$ cat src/shared/pfs_pkg.sv
package pfs_pkg;
   // ----------------------------------------
   // limits
   // ----------------------------------------
   localparam int         NUM_FLAGS = 10;
   localparam int         SUB_MAX   = 6;
   localparam int         NEST_MAX  = 11;
   localparam logic [15:0] ID_MAX   = 16'h01ff;
   // ----------------------------------------
   // register offsets
   // ----------------------------------------
   localparam logic [7:0] OFS_INSTR  = 8'h00;
   localparam logic [7:0] OFS_OPND_A = 8'h04;
   localparam logic [7:0] OFS_OPND_B = 8'h08;
   localparam logic [7:0] OFS_CFG    = 8'h0c;
   localparam logic [7:0] OFS_STATUS = 8'h10;
   localparam logic [7:0] OFS_RESULT = 8'h14;
   localparam logic [7:0] OFS_OUTSEL = 8'h18;
   localparam int         BIT_ERR31  = 16;
   localparam int         BIT_NESTER = 17;
   localparam logic [1:0] RESP_OKAY  = 2'h0;
   localparam logic [1:0] RESP_SLV   = 2'h2;
   // ----------------------------------------
   // command and option codes
   // ----------------------------------------
   localparam logic [7:0] CMD_END     = 8'h00;
   localparam logic [7:0] CMD_SUB1_HI = 8'h09;
   localparam logic [7:0] CMD_FLAG_HI = 8'h0a;
   localparam logic [7:0] CMD_FLAG_LO = 8'h14;
   localparam logic [7:0] CMD_THEN    = 8'h1e;
   localparam logic [7:0] CMD_EXIT_T  = 8'h1f;
   localparam logic [7:0] CMD_EXIT_F  = 8'h20;
   localparam logic [7:0] CMD_P1_SET  = 8'h29;
   localparam logic [7:0] CMD_P1_CLR  = 8'h33;
   localparam logic [7:0] CMD_P1_TOG  = 8'h3d;
   localparam logic [7:0] CMD_P1_PLS  = 8'h47;
   localparam logic [7:0] CMD_SUB_LO  = 8'h4f;
   localparam logic [7:0] CMD_SUB_HI  = 8'h63;
   localparam logic [7:0] SUB_PORT    = 8'h62;
   localparam logic [7:0] OPT_FS1B    = 8'h01;
   localparam logic [7:0] OPT_FS2     = 8'h02;
   localparam logic [7:0] OPT_INPUT   = 8'h03;
   localparam logic [2:0] CMP_EQ      = 3'h1;
   localparam logic [2:0] CMP_NE      = 3'h2;
   localparam logic [2:0] CMP_GE      = 3'h3;
   localparam logic [2:0] CMP_LT      = 3'h4;
   // ----------------------------------------
   // types
   // ----------------------------------------
   typedef enum logic [1:0] {AREA_FS1, AREA_FS2, AREA_INPUT} pfs_area_e;
   typedef enum logic [1:0] {FR_LOOP, FR_COND1, FR_COND2} pfs_frame_e;
   typedef enum logic [3:0] {OP_TABLE_START, OP_TABLE_END, OP_SET_AREA, OP_DO, OP_IF_XY,
      OP_CASE_BEGIN, OP_IF_CASE, OP_LOOP, OP_END, OP_ELSE, OP_RETURN, OP_INDEX,
      OP_IDLE} pfs_op_e;
   typedef enum logic [3:0] {ACT_NONE, ACT_CALL, ACT_RETURN, ACT_END_TABLE, ACT_GOTO_ELSE,
      ACT_GOTO_END, ACT_EXIT_LOOP, ACT_REPEAT, ACT_WAIT, ACT_RESUME_LOOP, ACT_SKIP_TABLE,
      ACT_GOTO_END_CASE} pfs_act_e;
   typedef struct packed {
      logic [6:0] rsv;
      logic [2:0] cmp;
      logic [8:0] ipos;
      logic       has_else;
      logic [7:0] arg;
      pfs_op_e    op;
   } pfs_instr_s;
   typedef struct packed {
      pfs_frame_e  typ;
      logic [15:0] count;
      logic [15:0] iter;
      logic [15:0] delay;
      logic [8:0]  pos;
   } pfs_frame_s;
   typedef struct packed {
      logic p_s1, p_s2, p_prev;
      logic [31:0] tick_cnt;
      logic aw_got, w_got, bvalid, rvalid;
      logic [7:0] awaddr;
      logic [31:0] wdata;
      logic [3:0] wstrb;
      logic [1:0] bresp, rresp;
      logic [31:0] rdata, instr, opnd_a, opnd_b, case_val;
      logic sub98, port1, pulse, case_hit;
      logic [NUM_FLAGS-1:0] flags;
      pfs_area_e area;
      logic [8:0] array_id, flag0_pos;
      logic [15:0] dest_loc;
      logic [2:0] sub_sp, int_depth;
      logic [SUB_MAX-1:0][8:0] ret;
      logic int_pend, int_busy, dly, err31, nest_err;
      logic [3:0] sp;
      pfs_frame_s [NEST_MAX-1:0] fr;
      logic [15:0] wait_cnt, res_val;
      logic [1:0] table_id, dly_table;
      pfs_act_e res_act;
      logic [8:0] res_pos;
   } pfs_state_s;
   localparam pfs_state_s ST_RESET = '0;
endpackage

$ cat src/hw/pfs_program_flow_sequencer.sv
// Local design decisions: register access over AXI4-Lite and the register addresses.
`timescale 1ns/1ps
module pfs_program_flow_sequencer
   import pfs_pkg::*;
#(
   parameter int INTERVAL_CYCLES = 200_000_000
) (
   input  wire logic                 aclk,
   input  wire logic                 aresetn,
   input  wire logic                 awvalid,
   output      logic                 awready,
   input  wire logic [7:0]           awaddr,
   input  wire logic                 wvalid,
   output      logic                 wready,
   input  wire logic [31:0]          wdata,
   input  wire logic [3:0]           wstrb,
   output      logic                 bvalid,
   input  wire logic                 bready,
   output      logic [1:0]           bresp,
   input  wire logic                 arvalid,
   output      logic                 arready,
   input  wire logic [7:0]           araddr,
   output      logic                 rvalid,
   input  wire logic                 rready,
   output      logic [31:0]          rdata,
   output      logic [1:0]           rresp,
   input  wire logic                 interrupt_control_port,
   output      logic                 port1_out,
   output      logic [NUM_FLAGS-1:0] flags_out
);
   // ----------------------------------------
   // helpers
   // ----------------------------------------
   function automatic logic cmp_true(input logic [2:0] code, input logic [31:0] a,
                                     input logic [31:0] b);
      unique case (code)
         CMP_EQ:  cmp_true = (a == b);
         CMP_NE:  cmp_true = (a != b);
         CMP_GE:  cmp_true = ($signed(a) >= $signed(b));
         CMP_LT:  cmp_true = ($signed(a) < $signed(b));
         default: cmp_true = 1'b0;
      endcase
   endfunction

   function automatic logic [4:0] nest_of(input pfs_frame_s [NEST_MAX-1:0] fr,
                                          input logic [3:0] sp);
      nest_of = '0;
      for (int i = 0; i < NEST_MAX; i++) begin
         if (4'(i) < sp) begin
            nest_of = nest_of + ((fr[i].typ == FR_COND2) ? 5'd2 : 5'd1);
         end
      end
   endfunction

   function automatic logic [4:0] inner_loop(input pfs_frame_s [NEST_MAX-1:0] fr,
                                             input logic [3:0] sp);
      inner_loop = '0;
      for (int i = 0; i < NEST_MAX; i++) begin
         if (4'(i) < sp && fr[i].typ == FR_LOOP) begin
            inner_loop = {1'b1, 4'(i)};
         end
      end
   endfunction

   function automatic logic [31:0] wmerge(input logic [31:0] o, input logic [31:0] d,
                                          input logic [3:0] st);
      for (int i = 0; i < 4; i++) begin
         if (st[i]) begin
            o[8*i +: 8] = d[8*i +: 8];
         end
      end
      wmerge = o;
   endfunction

   // ----------------------------------------
   // state and decode
   // ----------------------------------------
   pfs_state_s s;
   pfs_state_s n;
   logic       tick;
   logic       wr_go;
   logic       ex;
   pfs_instr_s ins;
   logic [7:0] cmd;
   logic       c_en;
   logic       c_true;
   logic       run;
   logic       is_call;
   logic [4:0] nest;
   logic [4:0] in_lp;
   logic [8:0] ret_top;

   assign tick    = (s.tick_cnt == 32'(INTERVAL_CYCLES - 1));
   assign wr_go   = s.aw_got && s.w_got && !s.bvalid;
   assign ex      = wr_go && (s.awaddr == OFS_INSTR);
   assign ins     = pfs_instr_s'(wmerge(s.instr, s.wdata, s.wstrb));
   assign cmd     = ins.arg;
   assign c_en    = (ins.op == OP_DO) || (ins.op == OP_IF_XY) || (ins.op == OP_IF_CASE);
   assign c_true  = (ins.op == OP_IF_XY) ? cmp_true(ins.cmp, s.opnd_a, s.opnd_b) :
                    (ins.op == OP_IF_CASE) ? ($signed(s.case_val) < $signed(s.opnd_a)) :
                    1'b1;
   assign run     = c_en && (cmd != CMD_THEN) && ((cmd == CMD_EXIT_F) ? !c_true : c_true);
   assign is_call = (cmd != CMD_END && cmd <= CMD_SUB1_HI) ||
                    (cmd >= CMD_SUB_LO && cmd <= CMD_SUB_HI);
   assign nest    = nest_of(s.fr, s.sp);
   assign in_lp   = inner_loop(s.fr, s.sp);
   assign ret_top = s.ret[s.sub_sp - 3'd1];

   assign awready   = !s.aw_got;
   assign wready    = !s.w_got;
   assign bvalid    = s.bvalid;
   assign bresp     = s.bresp;
   assign arready   = !s.rvalid;
   assign rvalid    = s.rvalid;
   assign rdata     = s.rdata;
   assign rresp     = s.rresp;
   assign port1_out = s.port1;
   assign flags_out = s.flags;

   // ----------------------------------------
   // next state
   // ----------------------------------------
   always_comb begin
      n = s;
      n.p_s1   = interrupt_control_port;
      n.p_s2   = s.p_s1;
      n.p_prev = s.p_s2;
      n.tick_cnt = tick ? '0 : s.tick_cnt + 32'd1;
      if (tick) begin
         if (s.pulse) begin
            n.port1 = 1'b0;
            n.pulse = 1'b0;
         end
         if (s.dly && s.wait_cnt != '0) begin
            n.wait_cnt = s.wait_cnt - 16'd1;
         end
      end
      if (awvalid && !s.aw_got) begin
         n.aw_got = 1'b1;
         n.awaddr = awaddr;
      end
      if (wvalid && !s.w_got) begin
         n.w_got = 1'b1;
         n.wdata = wdata;
         n.wstrb = wstrb;
      end
      if (s.bvalid && bready) begin
         n.bvalid = 1'b0;
      end
      if (wr_go) begin
         n.aw_got = 1'b0;
         n.w_got  = 1'b0;
         n.bvalid = 1'b1;
         n.bresp  = RESP_OKAY;
         case (s.awaddr)
            OFS_INSTR:  n.instr  = ins;
            OFS_OPND_A: n.opnd_a = wmerge(s.opnd_a, s.wdata, s.wstrb);
            OFS_OPND_B: n.opnd_b = wmerge(s.opnd_b, s.wdata, s.wstrb);
            OFS_CFG:    if (s.wstrb[0]) n.sub98 = s.wdata[0];
            OFS_STATUS: begin
               if (s.wstrb[2] && s.wdata[BIT_ERR31]) n.err31 = 1'b0;
               if (s.wstrb[2] && s.wdata[BIT_NESTER]) n.nest_err = 1'b0;
            end
            OFS_RESULT, OFS_OUTSEL: ;
            default:    n.bresp = RESP_SLV;
         endcase
      end
      if (ex) begin
         n.res_act = ACT_NONE;
         n.res_pos = ins.ipos;
         unique case (ins.op)
            OP_TABLE_START: begin
               if (s.dly) begin
                  if (ins.arg[1:0] == s.dly_table && s.wait_cnt == '0) begin
                     n.res_act = ACT_RESUME_LOOP;
                     n.res_pos = s.fr[s.sp - 4'd1].pos + 9'd1;
                     n.table_id = s.dly_table;
                  end else begin
                     n.res_act = ACT_SKIP_TABLE;
                  end
               end else begin
                  n.table_id = ins.arg[1:0];
                  n.area     = AREA_FS1;
                  n.flags[0] = 1'b0;
                  n.sp       = '0;
               end
            end
            OP_TABLE_END: n.table_id = '0;
            OP_SET_AREA: begin
               if (cmd <= OPT_FS2) begin
                  n.area = (cmd == OPT_FS2) ? AREA_FS2 : AREA_FS1;
                  if (s.opnd_a[15:0] == '0) begin
                     n.array_id = (s.flag0_pos > ins.ipos) ? s.flag0_pos : ins.ipos;
                  end else if (s.opnd_a[15:0] <= ID_MAX) begin
                     n.array_id = s.opnd_a[8:0];
                  end
               end else if (cmd == OPT_INPUT) begin
                  n.area     = AREA_INPUT;
                  n.dest_loc = s.opnd_a[15:0];
               end
            end
            OP_CASE_BEGIN: begin
               n.case_val = s.opnd_a;
               n.case_hit = 1'b0;
            end
            OP_LOOP: begin
               if (nest + 5'd1 > 5'(NEST_MAX)) begin
                  n.nest_err = 1'b1;
               end else begin
                  n.fr[s.sp] = '{FR_LOOP, s.opnd_a[31:16], 16'h0000, s.opnd_a[15:0],
                                 ins.ipos};
                  n.sp = s.sp + 4'd1;
               end
            end
            OP_END: begin
               if (s.sp != '0) begin
                  if (s.fr[s.sp - 4'd1].typ != FR_LOOP) begin
                     n.sp = s.sp - 4'd1;
                  end else if (s.fr[s.sp - 4'd1].count != '0 &&
                               s.fr[s.sp - 4'd1].iter + 16'd1 >= s.fr[s.sp - 4'd1].count) begin
                     n.sp  = s.sp - 4'd1;
                     n.dly = 1'b0;
                  end else begin
                     n.fr[s.sp - 4'd1].iter = s.fr[s.sp - 4'd1].iter + 16'd1;
                     n.res_pos = s.fr[s.sp - 4'd1].pos + 9'd1;
                     if (s.fr[s.sp - 4'd1].delay == '0) begin
                        n.res_act = ACT_REPEAT;
                     end else begin
                        n.res_act   = ACT_WAIT;
                        n.dly       = 1'b1;
                        n.wait_cnt  = s.fr[s.sp - 4'd1].delay;
                        n.dly_table = s.table_id;
                     end
                  end
               end
            end
            OP_ELSE: begin
               if (s.sp != '0 && s.fr[s.sp - 4'd1].typ == FR_COND2) begin
                  n.sp      = s.sp - 4'd1;
                  n.res_act = ACT_GOTO_END;
               end
            end
            OP_RETURN: begin
               if (s.sub_sp != '0) begin
                  n.sub_sp  = s.sub_sp - 3'd1;
                  n.res_act = ACT_RETURN;
                  n.res_pos = ret_top + 9'd1;
                  if (s.int_busy && s.int_depth == s.sub_sp - 3'd1) n.int_busy = 1'b0;
               end
            end
            OP_INDEX: begin
               n.res_val = s.opnd_a[15:0];
               if (ins.arg[0] && in_lp[4]) begin
                  n.res_val = s.opnd_a[15:0] + s.fr[in_lp[3:0]].iter;
               end
            end
            OP_DO, OP_IF_XY, OP_IF_CASE, OP_IDLE: ;
            default: ;
         endcase
         if (c_en && cmd == CMD_THEN) begin
            if (!c_true && !ins.has_else) begin
               n.res_act = ACT_GOTO_END;
            end else if (nest + (ins.has_else ? 5'd2 : 5'd1) > 5'(NEST_MAX)) begin
               n.nest_err = 1'b1;
            end else begin
               n.fr[s.sp] = '{ins.has_else ? FR_COND2 : FR_COND1, 16'h0000, 16'h0000,
                              16'h0000, ins.ipos};
               n.sp = s.sp + 4'd1;
               if (!c_true) n.res_act = ACT_GOTO_ELSE;
            end
         end
         if (run) begin
            if (cmd == CMD_END) begin
               n.sub_sp   = '0;
               n.int_busy = 1'b0;
               n.sp       = '0;
               n.dly      = 1'b0;
               n.res_act  = ACT_END_TABLE;
            end else if (is_call) begin
               if (s.sub_sp == 3'(SUB_MAX)) begin
                  n.err31 = 1'b1;
               end else begin
                  n.ret[s.sub_sp] = ins.ipos;
                  n.sub_sp  = s.sub_sp + 3'd1;
                  n.res_act = ACT_CALL;
                  n.res_pos = {1'b0, cmd};
               end
            end else if (cmd >= CMD_FLAG_HI && cmd < CMD_FLAG_LO) begin
               n.flags[4'(cmd - CMD_FLAG_HI)] = 1'b1;
               if (cmd == CMD_FLAG_HI) n.flag0_pos = ins.ipos;
            end else if (cmd >= CMD_FLAG_LO && cmd < CMD_THEN) begin
               n.flags[4'(cmd - CMD_FLAG_LO)] = 1'b0;
            end else if (cmd == CMD_EXIT_T || cmd == CMD_EXIT_F) begin
               if (in_lp[4]) begin
                  n.sp      = in_lp[3:0];
                  n.dly     = 1'b0;
                  n.res_act = ACT_EXIT_LOOP;
               end
            end else if (cmd == CMD_P1_SET) begin
               n.port1 = 1'b1;
            end else if (cmd == CMD_P1_CLR) begin
               n.port1 = 1'b0;
            end else if (cmd == CMD_P1_TOG) begin
               n.port1 = !s.port1;
            end else if (cmd == CMD_P1_PLS) begin
               n.port1 = 1'b1;
               n.pulse = 1'b1;
            end
         end
         if (ins.op == OP_IF_CASE) begin
            if (n.res_act == ACT_CALL || n.res_act == ACT_END_TABLE) n.case_hit = 1'b1;
            else if (s.case_hit || (c_true && cmd != CMD_THEN))
               n.res_act = ACT_GOTO_END_CASE;
            else if (c_true) n.case_hit = 1'b1;
         end
         if (s.int_pend && s.sub98 && !n.int_busy && n.res_act == ACT_NONE &&
             n.sub_sp < 3'(SUB_MAX)) begin
            n.ret[n.sub_sp] = ins.ipos;
            n.int_depth = n.sub_sp;
            n.sub_sp    = n.sub_sp + 3'd1;
            n.int_busy  = 1'b1;
            n.int_pend  = 1'b0;
            n.res_act   = ACT_CALL;
            n.res_pos   = {1'b0, SUB_PORT};
         end
      end
      if (s.p_s2 && !s.p_prev && s.sub98 && !n.int_busy) begin
         n.int_pend = 1'b1;
      end
      if (s.rvalid && rready) begin
         n.rvalid = 1'b0;
      end
      if (arvalid && !s.rvalid) begin
         n.rvalid = 1'b1;
         n.rresp  = RESP_OKAY;
         n.rdata  = '0;
         case (araddr)
            OFS_INSTR:  n.rdata = s.instr;
            OFS_OPND_A: n.rdata = s.opnd_a;
            OFS_OPND_B: n.rdata = s.opnd_b;
            OFS_CFG:    n.rdata = {31'h0000_0000, s.sub98};
            OFS_STATUS: n.rdata = {6'h00, s.table_id, nest, s.dly, s.nest_err, s.err31,
                                   s.int_pend, s.int_busy, s.sub_sp, s.port1, s.flags};
            OFS_RESULT: n.rdata = {s.res_val, 3'h0, s.res_pos, s.res_act};
            OFS_OUTSEL: n.rdata = {s.dest_loc, 3'h0, s.array_id, 2'h0, s.area};
            default:    n.rresp = RESP_SLV;
         endcase
      end
      if (!aresetn) begin
         n = ST_RESET;
      end
   end

   always_ff @(posedge aclk) begin
      s <= n;
   end

   // ----------------------------------------
   // checks
   // ----------------------------------------
   AST_AREA_RESET: assert property (@(posedge aclk) disable iff (!aresetn)
      ex && ins.op == OP_TABLE_START && !s.dly |=> s.area == AREA_FS1 && !s.flags[0])
      else $error("area or output flag not reset at table start");
   AST_SUB_DEPTH: assert property (@(posedge aclk) disable iff (!aresetn)
      s.sub_sp <= 3'(SUB_MAX)) else $error("subroutine depth above six");
   AST_ERR31: assert property (@(posedge aclk) disable iff (!aresetn)
      ex && run && is_call && s.sub_sp == 3'(SUB_MAX) |=> s.err31 && $stable(s.sub_sp))
      else $error("seventh call not refused");
   AST_NEST_LIMIT: assert property (@(posedge aclk) disable iff (!aresetn)
      nest <= 5'(NEST_MAX)) else $error("nesting above eleven");
   AST_INT_MASK: assert property (@(posedge aclk) disable iff (!aresetn)
      s.int_busy && !s.int_pend ##1 s.int_busy |-> !s.int_pend)
      else $error("port edge taken while interrupt runs");
   AST_TOGGLE: assert property (@(posedge aclk) disable iff (!aresetn)
      ex && run && cmd == CMD_P1_TOG |=> s.port1 != $past(s.port1))
      else $error("port 1 did not toggle");
   AST_FLAG0: assert property (@(posedge aclk) disable iff (!aresetn)
      ex && run && cmd == CMD_FLAG_HI |=> s.flags[0] && s.flag0_pos == $past(ins.ipos))
      else $error("output flag not set");
   AST_END_SUB: assert property (@(posedge aclk) disable iff (!aresetn)
      ex && run && cmd == CMD_END |=> s.sub_sp == '0 && s.res_act == ACT_END_TABLE)
      else $error("end command did not abandon subroutines");
   AST_RETURN: assert property (@(posedge aclk) disable iff (!aresetn)
      ex && ins.op == OP_RETURN && s.sub_sp != '0 |=>
      s.res_act == ACT_RETURN && s.res_pos == $past(ret_top) + 9'd1)
      else $error("return position wrong");
endmodule

$ cat config.mk
export PLATFORM = sky130hd
export DESIGN_NAME = pfs_program_flow_sequencer
export DESIGN_NICKNAME = d
export VERILOG_FILES = /design/src/shared/pfs_pkg.sv /design/src/hw/pfs_program_flow_sequencer.sv
export SDC_FILE = /design/constraint.sdc
export NUM_CORES = 2
export LEC_CHECK = 0
export ABC_CLOCK_PERIOD_IN_PS = 11850
export BUFFER_PORTS_ARGS = -buffer_cell sky130_fd_sc_hd__clkbuf_2
export CORE_ASPECT_RATIO = 1.2
export CORE_UTILIZATION = 35
export DETAILED_ROUTE_END_ITERATION = 6
export REMOVE_ABC_BUFFERS = 1
export SYNTH_ARGS = -nofsm -noshare
export SYNTH_HDL_FRONTEND = slang
export SYNTH_SLANG_ARGS = --single-unit
$ cat constraint.sdc
create_clock -name aclk -period 11.85 [get_ports aclk]
set_input_delay 1.7775 -clock aclk [delete_from_list [all_inputs] [get_ports aclk]]
set_output_delay 1.7775 -clock aclk [all_outputs]
set_load 0.005 [all_outputs]
Word-level counts from Yosys, hierarchy flattened. Index checks and enable logic that the tools add are counted. W data, S select, Z words.

Register bits: 1064. Latch bits: 0. Bits in writable memories: 0. ROM bits: 0. Input bits: 60. Output and inout port bits: 52. Memories kept: 0.

Add/sub/neg operators: 25. $mul: 0. Divide/modulo/power cells: 0. Magnitude comparators: 42. Equal/unequal tests: 65. Shifts and indexed selects: 0. Multiplexer cells: 229. Bitwise gates (word level): 7. Reduce and logical (&&, ||, !) cells: 124.

Operators with widths (count): $bwmux W649 (3); $mux W665 (2); $mux W654 (2); $mux W653 (2); $pmux W649 S2 (1); $mux W816 (1); $mux W669 (1); $mux W649 (1); $bmux W59 S4 (2); $demux W59 S4 (2); $mux W54 (5); $pmux W32 S7 (1); $mux W16 (9); $mux W9 (16); $mux W59 (2); $mux W13 (9); $bwmux W54 (2); $mux W5 (21); $mux W4 (26); $mux W41 (2); $mux W15 (5); $mux W2 (34); $eq A8 B5 Y1 const B (8); $lt A32 B32 Y1 (2); other kinds (91) (333).

Depth between registers and ports, before layout.
Depth in word-level cells: 50. Mapped depth: 56. Gate-level depth less buffers: 49.

Least setup slack after synthesis. OpenSTA, ideal clock, no wires.

Path kind: register to register. Start point: register s[698] in the netlist's numbering. End point: register s[331] in the netlist's numbering. Setup time: 117 ps. Arrival: 12080 ps. Data required time: 11733 ps. Path slack: -347 ps. Stages on the path, launching flop included: 50. Path buffers: 6. Clock period less this slack: 12197 ps. Path through: dfxtp_1 buf_2 buf_2 inv_1 clkbuf_1 ha_1 clkbuf_1 a21oi_1 ha_1 inv_1 fa_1 mux2i_1 inv_1 fa_1 a21oi_1 inv_1 fa_1 o21a_1 [... 14 more ...] fa_1 nand2_1 a31oi_1 and2_1 fa_1 mux2i_1 inv_1 fa_1 nor2_1 or4b_2 mux2_2 xnor3_2 mux2_4 o22ai_4 a31oi_1 buf_2 buf_2 a22o_1.

Word-level cells in the longest chain between the ends: 31. Elaborated cells on any way between the ends: 63. Those cells by class: add/sub: 14; order compare: 16; mux: 28; reduce/logical: 5.

RTL lines: start: declaration (RTL line pfs_program_flow_sequencer.sv:78) `pfs_state_s s;`; start signal: assignment (RTL line pfs_program_flow_sequencer.sv:355) `s <= n;`; $lt A1 B4 Y1 (RTL line pfs_program_flow_sequencer.sv:49) `if (4'(i) < sp) begin`; $mux W2 (RTL line pfs_program_flow_sequencer.sv:49); $add A5 B2 Y5 (RTL line pfs_program_flow_sequencer.sv:50) `nest_of = nest_of + ((fr[i].typ == FR_COND2) ? 5'd2 : 5'd1);`; $mux W5 (RTL line pfs_program_flow_sequencer.sv:49); $add A5 B2 Y5 (RTL line pfs_program_flow_sequencer.sv:50); $mux W5 (RTL line pfs_program_flow_sequencer.sv:49); $add A5 B2 Y5 (RTL line pfs_program_flow_sequencer.sv:50); $mux W5 (RTL line pfs_program_flow_sequencer.sv:49); [... 15 more ...]; $gt A5 B4 Y1 (RTL line pfs_program_flow_sequencer.sv:207) `if (nest + 5'd1 > 5'(NEST_MAX)) begin`; $mux W653 (RTL line pfs_program_flow_sequencer.sv:207); $pmux W649 S2 (RTL line pfs_program_flow_sequencer.sv:171) `unique case (ins.op)`; $mux W649 (RTL line pfs_program_flow_sequencer.sv:168) `if (ex) begin`; $bwmux W649 (RTL line pfs_program_flow_sequencer.sv:266) `n.fr[s.sp] = '{ins.has_else ? FR_COND2 : FR_COND1, 16'h0000, 16'h0000,`; $mux W653 (RTL line pfs_program_flow_sequencer.sv:263) `end else if (nest + (ins.has_else ? 5'd2 : 5'd1) > 5'(NEST_MAX)) begin`; $mux W654 (RTL line pfs_program_flow_sequencer.sv:261) `if (!c_true && !ins.has_else) begin`; $mux W654 * (RTL line pfs_program_flow_sequencer.sv:260) `if (c_en && cmd == CMD_THEN) begin`.

Mark *: on every way between the ends. The rest lies on a longest branch, timed or not. The select of a mux whose other input is x is not followed. A chain may end at the register's enable or synchronous reset.

Final worst setup path.
Start point: register s[698] in the netlist's numbering. End point: register s[295] in the netlist's numbering.

Same word-level chain as after synthesis.

==> key figures <==
Final layout
  – Register Area: 21,300 um^2
  – Combined area of the multi-input logic cells: 30,300 um^2
  – Fin nets: 6,672
  – Fillers: 15,200
  – Final Instance Area: 61,700 um^2
  – Layout cell share with drive strength beyond 1: 0.129
  – Commonest non-fill, non-tap cell in the layout: nand2_1
  – Layout area overhead: 14.3%
  – Most frequent cells in the layout: nand2_1 (1,207), dfxtp_1 (1,058), a21oi_1 (543), o21ai_0 (467), nor2_1 (401)
  – Cell Count, Final, Fillers Out: 8,534

Die
  – Core Region: 153,000 um^2
  – Io pins: 112
  – Placement Rows: 157
  – Die area: 156,000 um^2
  – Die Span Y: 432 um
  – Die X: 361 um
  – Initial core utilization: 0.353

STA
  – Fin Clk Skew: 0.0528 ns
  – Min cycle time layout: 11.43 ns
  – Max-slew violation total from the final report: 0
  – Hold Violations, Final: 0
  – Actual slew at the worst max-slew pin: 1.37 ns
  – Setup-failing EPs final: 0
  – Slew Limit Headroom: 0.0801
  – Period utilization: 0.964
  – Max Freq: 0.0875 GHz

Power and ir drop
  – Leakage: 22.2 nW
  – Tot Pwr: 0.00764 W
  – Pwr/cell area: 124 nW/um^2
  – Worst-case vdd ir drop: 112 uV

Route
  – Drt via density: 5.99
  – DR pass1 iterations: 7
  – WL per Instance: 24.9 um
  – Detailed Route WL: 212 mm
  – ANT nets after route: 0
  – DR iter-0 viols: 5,550
  – Vias after detailed routing: 51,100
  – Drc violations: 2

Run status
  – Status: complete, but fails checks
  – Failing checks: DRC

Worst setup path
  – CP max stage delay: 0.52 ns
  – CP dominant cell by count: fa_1
  – Startpoint Class: flip-flop
  – Critical path's top delay family: adder cells
  – CP max-delay cell: fa_1
  – WS Path Type: flip-flop to flip-flop
  – CP required: 12.50 ns
  – Worst path bufs/invs: 14
  – Arrival @ worst endpoint: 12.08 ns
  – Crit end category: flip-flop
  – Worst-path maximum fanout: 29

Clock tree
  – CTS Hold Bufs: 0
  – TritonCTS buffer count: 108
  – CTS tree: built
  – CTS Sinks: 1,062
  – H-tree depth: 3
  – Clock Path Buffers: 3
  – Worst-path clk slew: 0.06 ns
  – Clock Tree Root: clkbuf_16
  – Clk_lat worst skew: 0.77 ns

Yosys
  – Most used DFF post-synth: dfxtp_1
  – Sequential fraction of the synthesis area: 0.394
  – Post-synth EDFFs: 0
  – Synth warn: 0
  – Count of different cell masters after synthesis: 105
  – Top cell type's share of synthesized area: 0.394
  – Async S/R FF share, synth: 0
  – Cell taking the most area after synthesis: dfxtp_1
  – Cells after Synth: 6,484
  – Post-Syn Area: 54,000 um^2
  – Synthesized area per cell: 8.33 um^2
  – Synthesized flop and latch total: 1,062
  – Synth top area cells: dfxtp_1 (39%), nand2_1 (8.4%), a21oi_1 (5.1%), mux2i_1 (4.7%), o21ai_0 (4.4%)

Global routing
  – Remaining global-route overflow: 0
  – Largest net degree at the start of global routing: 218
  – First-pass GRT wire length: 313 mm
  – Initial antenna violation count: 1
  – Total GRT Usage: 0.262
  – Number of global-route vias before repair: 49,100

Placed design
  – Inst Count DP: 8,315
  – IO buf count: 109
  – DP HPWL: 141 mm
  – Placed cell areas: 57,600 um^2
  – Gpl congestion: 0.952

Job
  – Maxcap violations: 0

Min path
  – Hold Crit Class: flip-flop to flip-flop
==> timing repair <==
item                       CTS  global route
gates resized for setup      0            55
setup buffers                0            10
setup endpoints to repair    0           728
==> per-stage QoR <==
| step | TNS, ns | util | setup slack (ns) | hold WS [ns] |
|---|---|---|---|---|
| 4_1_cts | 0 | 0.401 | 0.201 | 0.447 |
| 3_5_place_dp | 0 | 0.377 | 0.231 | 0.432 |
| 5_1_grt | -0.906 | 0.404 | -0.0611 | 0.465 |
| 6_report | 0 | 0.404 | 0.425 | 0.441 |
| 2_1_floorplan | -6630.34 | - | -9.70 | 0.412 |
| 3_3_place_gp | 0 | 0.377 | 0.267 | 0.428 |
==> cell type report <==
class                   instances  area share
diodes                          3    0.000122
well taps                    1987      0.0403
clock inverters                48     0.00910
flip-flops and latches       1062       0.344
repair buffers                389      0.0550
multi-input cells            4734       0.491
clock buffers                 152      0.0505
inverters                     159     0.00983
==> synth_stat cells, drive strengths merged, types with 110 or more instances <==
| cell type | instances |
|---|---|
| ha | 146 |
| a22o | 121 |
| nand3 | 131 |
| clkbuf | 354 |
| a21oi | 552 |
| inv | 157 |
| o21ai | 499 |
| buf | 176 |
| nor2 | 419 |
| dfxtp | 1062 |
| nand2 | 1210 |
| a31oi | 110 |
| mux2i | 251 |
==> registers in the layout, summed over array words and instances (netlist names) <==
signal	count
s	1015
rdata	32
flags_out	10
bresp	1
bvalid	1
port1_out	1
rresp	1
rvalid	1
==> per-layer routing <==
layer	GRT usage	wire [um]	share of wire
met2	0.431	98100	0.46
met4	0.163	14300	0.067
met1	0.320	82300	0.39
met5	0	13	0.000061
met3	0.0401	17700	0.083
==> kinds of logic (layout without fill, tap and decap cells) <==
kind of cell | after synthesis | after routing | synth area share
adder cells (fa/ha/maj) | 158 | 158 | 0.0383
other | 1 | 5 | 0.0000694
buffers and inverters | 689 | 748 | 0.0536
flip-flops | 1062 | 1062 | 0.394
XOR/XNOR | 113 | 113 | 0.0190
AO/OA/AOI/OAI | 1888 | 1888 | 0.225
AND/OR/NAND/NOR | 2178 | 2178 | 0.176
multiplexers | 395 | 395 | 0.0947
==> worst paths after layout <==
check,from,endpoint,slack (ns),depth (start not counted)
setup / recovery,s[698]$_SDFFE_PN0P_,s[295]$_SDFFE_PN0P_,0.42,49
hold / removal,s[1063]$_SDFF_PN0_,s[1062]$_SDFF_PN0_,0.44,1
setup reg to reg,s[698]$_SDFFE_PN0P_,s[295]$_SDFFE_PN0P_,0.42,49
hold reg to reg,s[1063]$_SDFF_PN0_,s[1062]$_SDFF_PN0_,0.44,1
==> power breakdown <==
group	switching, W	internal, W	total [W]
clock network	0.00158	0.00200	0.00359
registers	0.0000300	0.00359	0.00362
logic	0.000308	0.000123	0.000431
No activity file was read; power rests on OpenSTA's default activity.
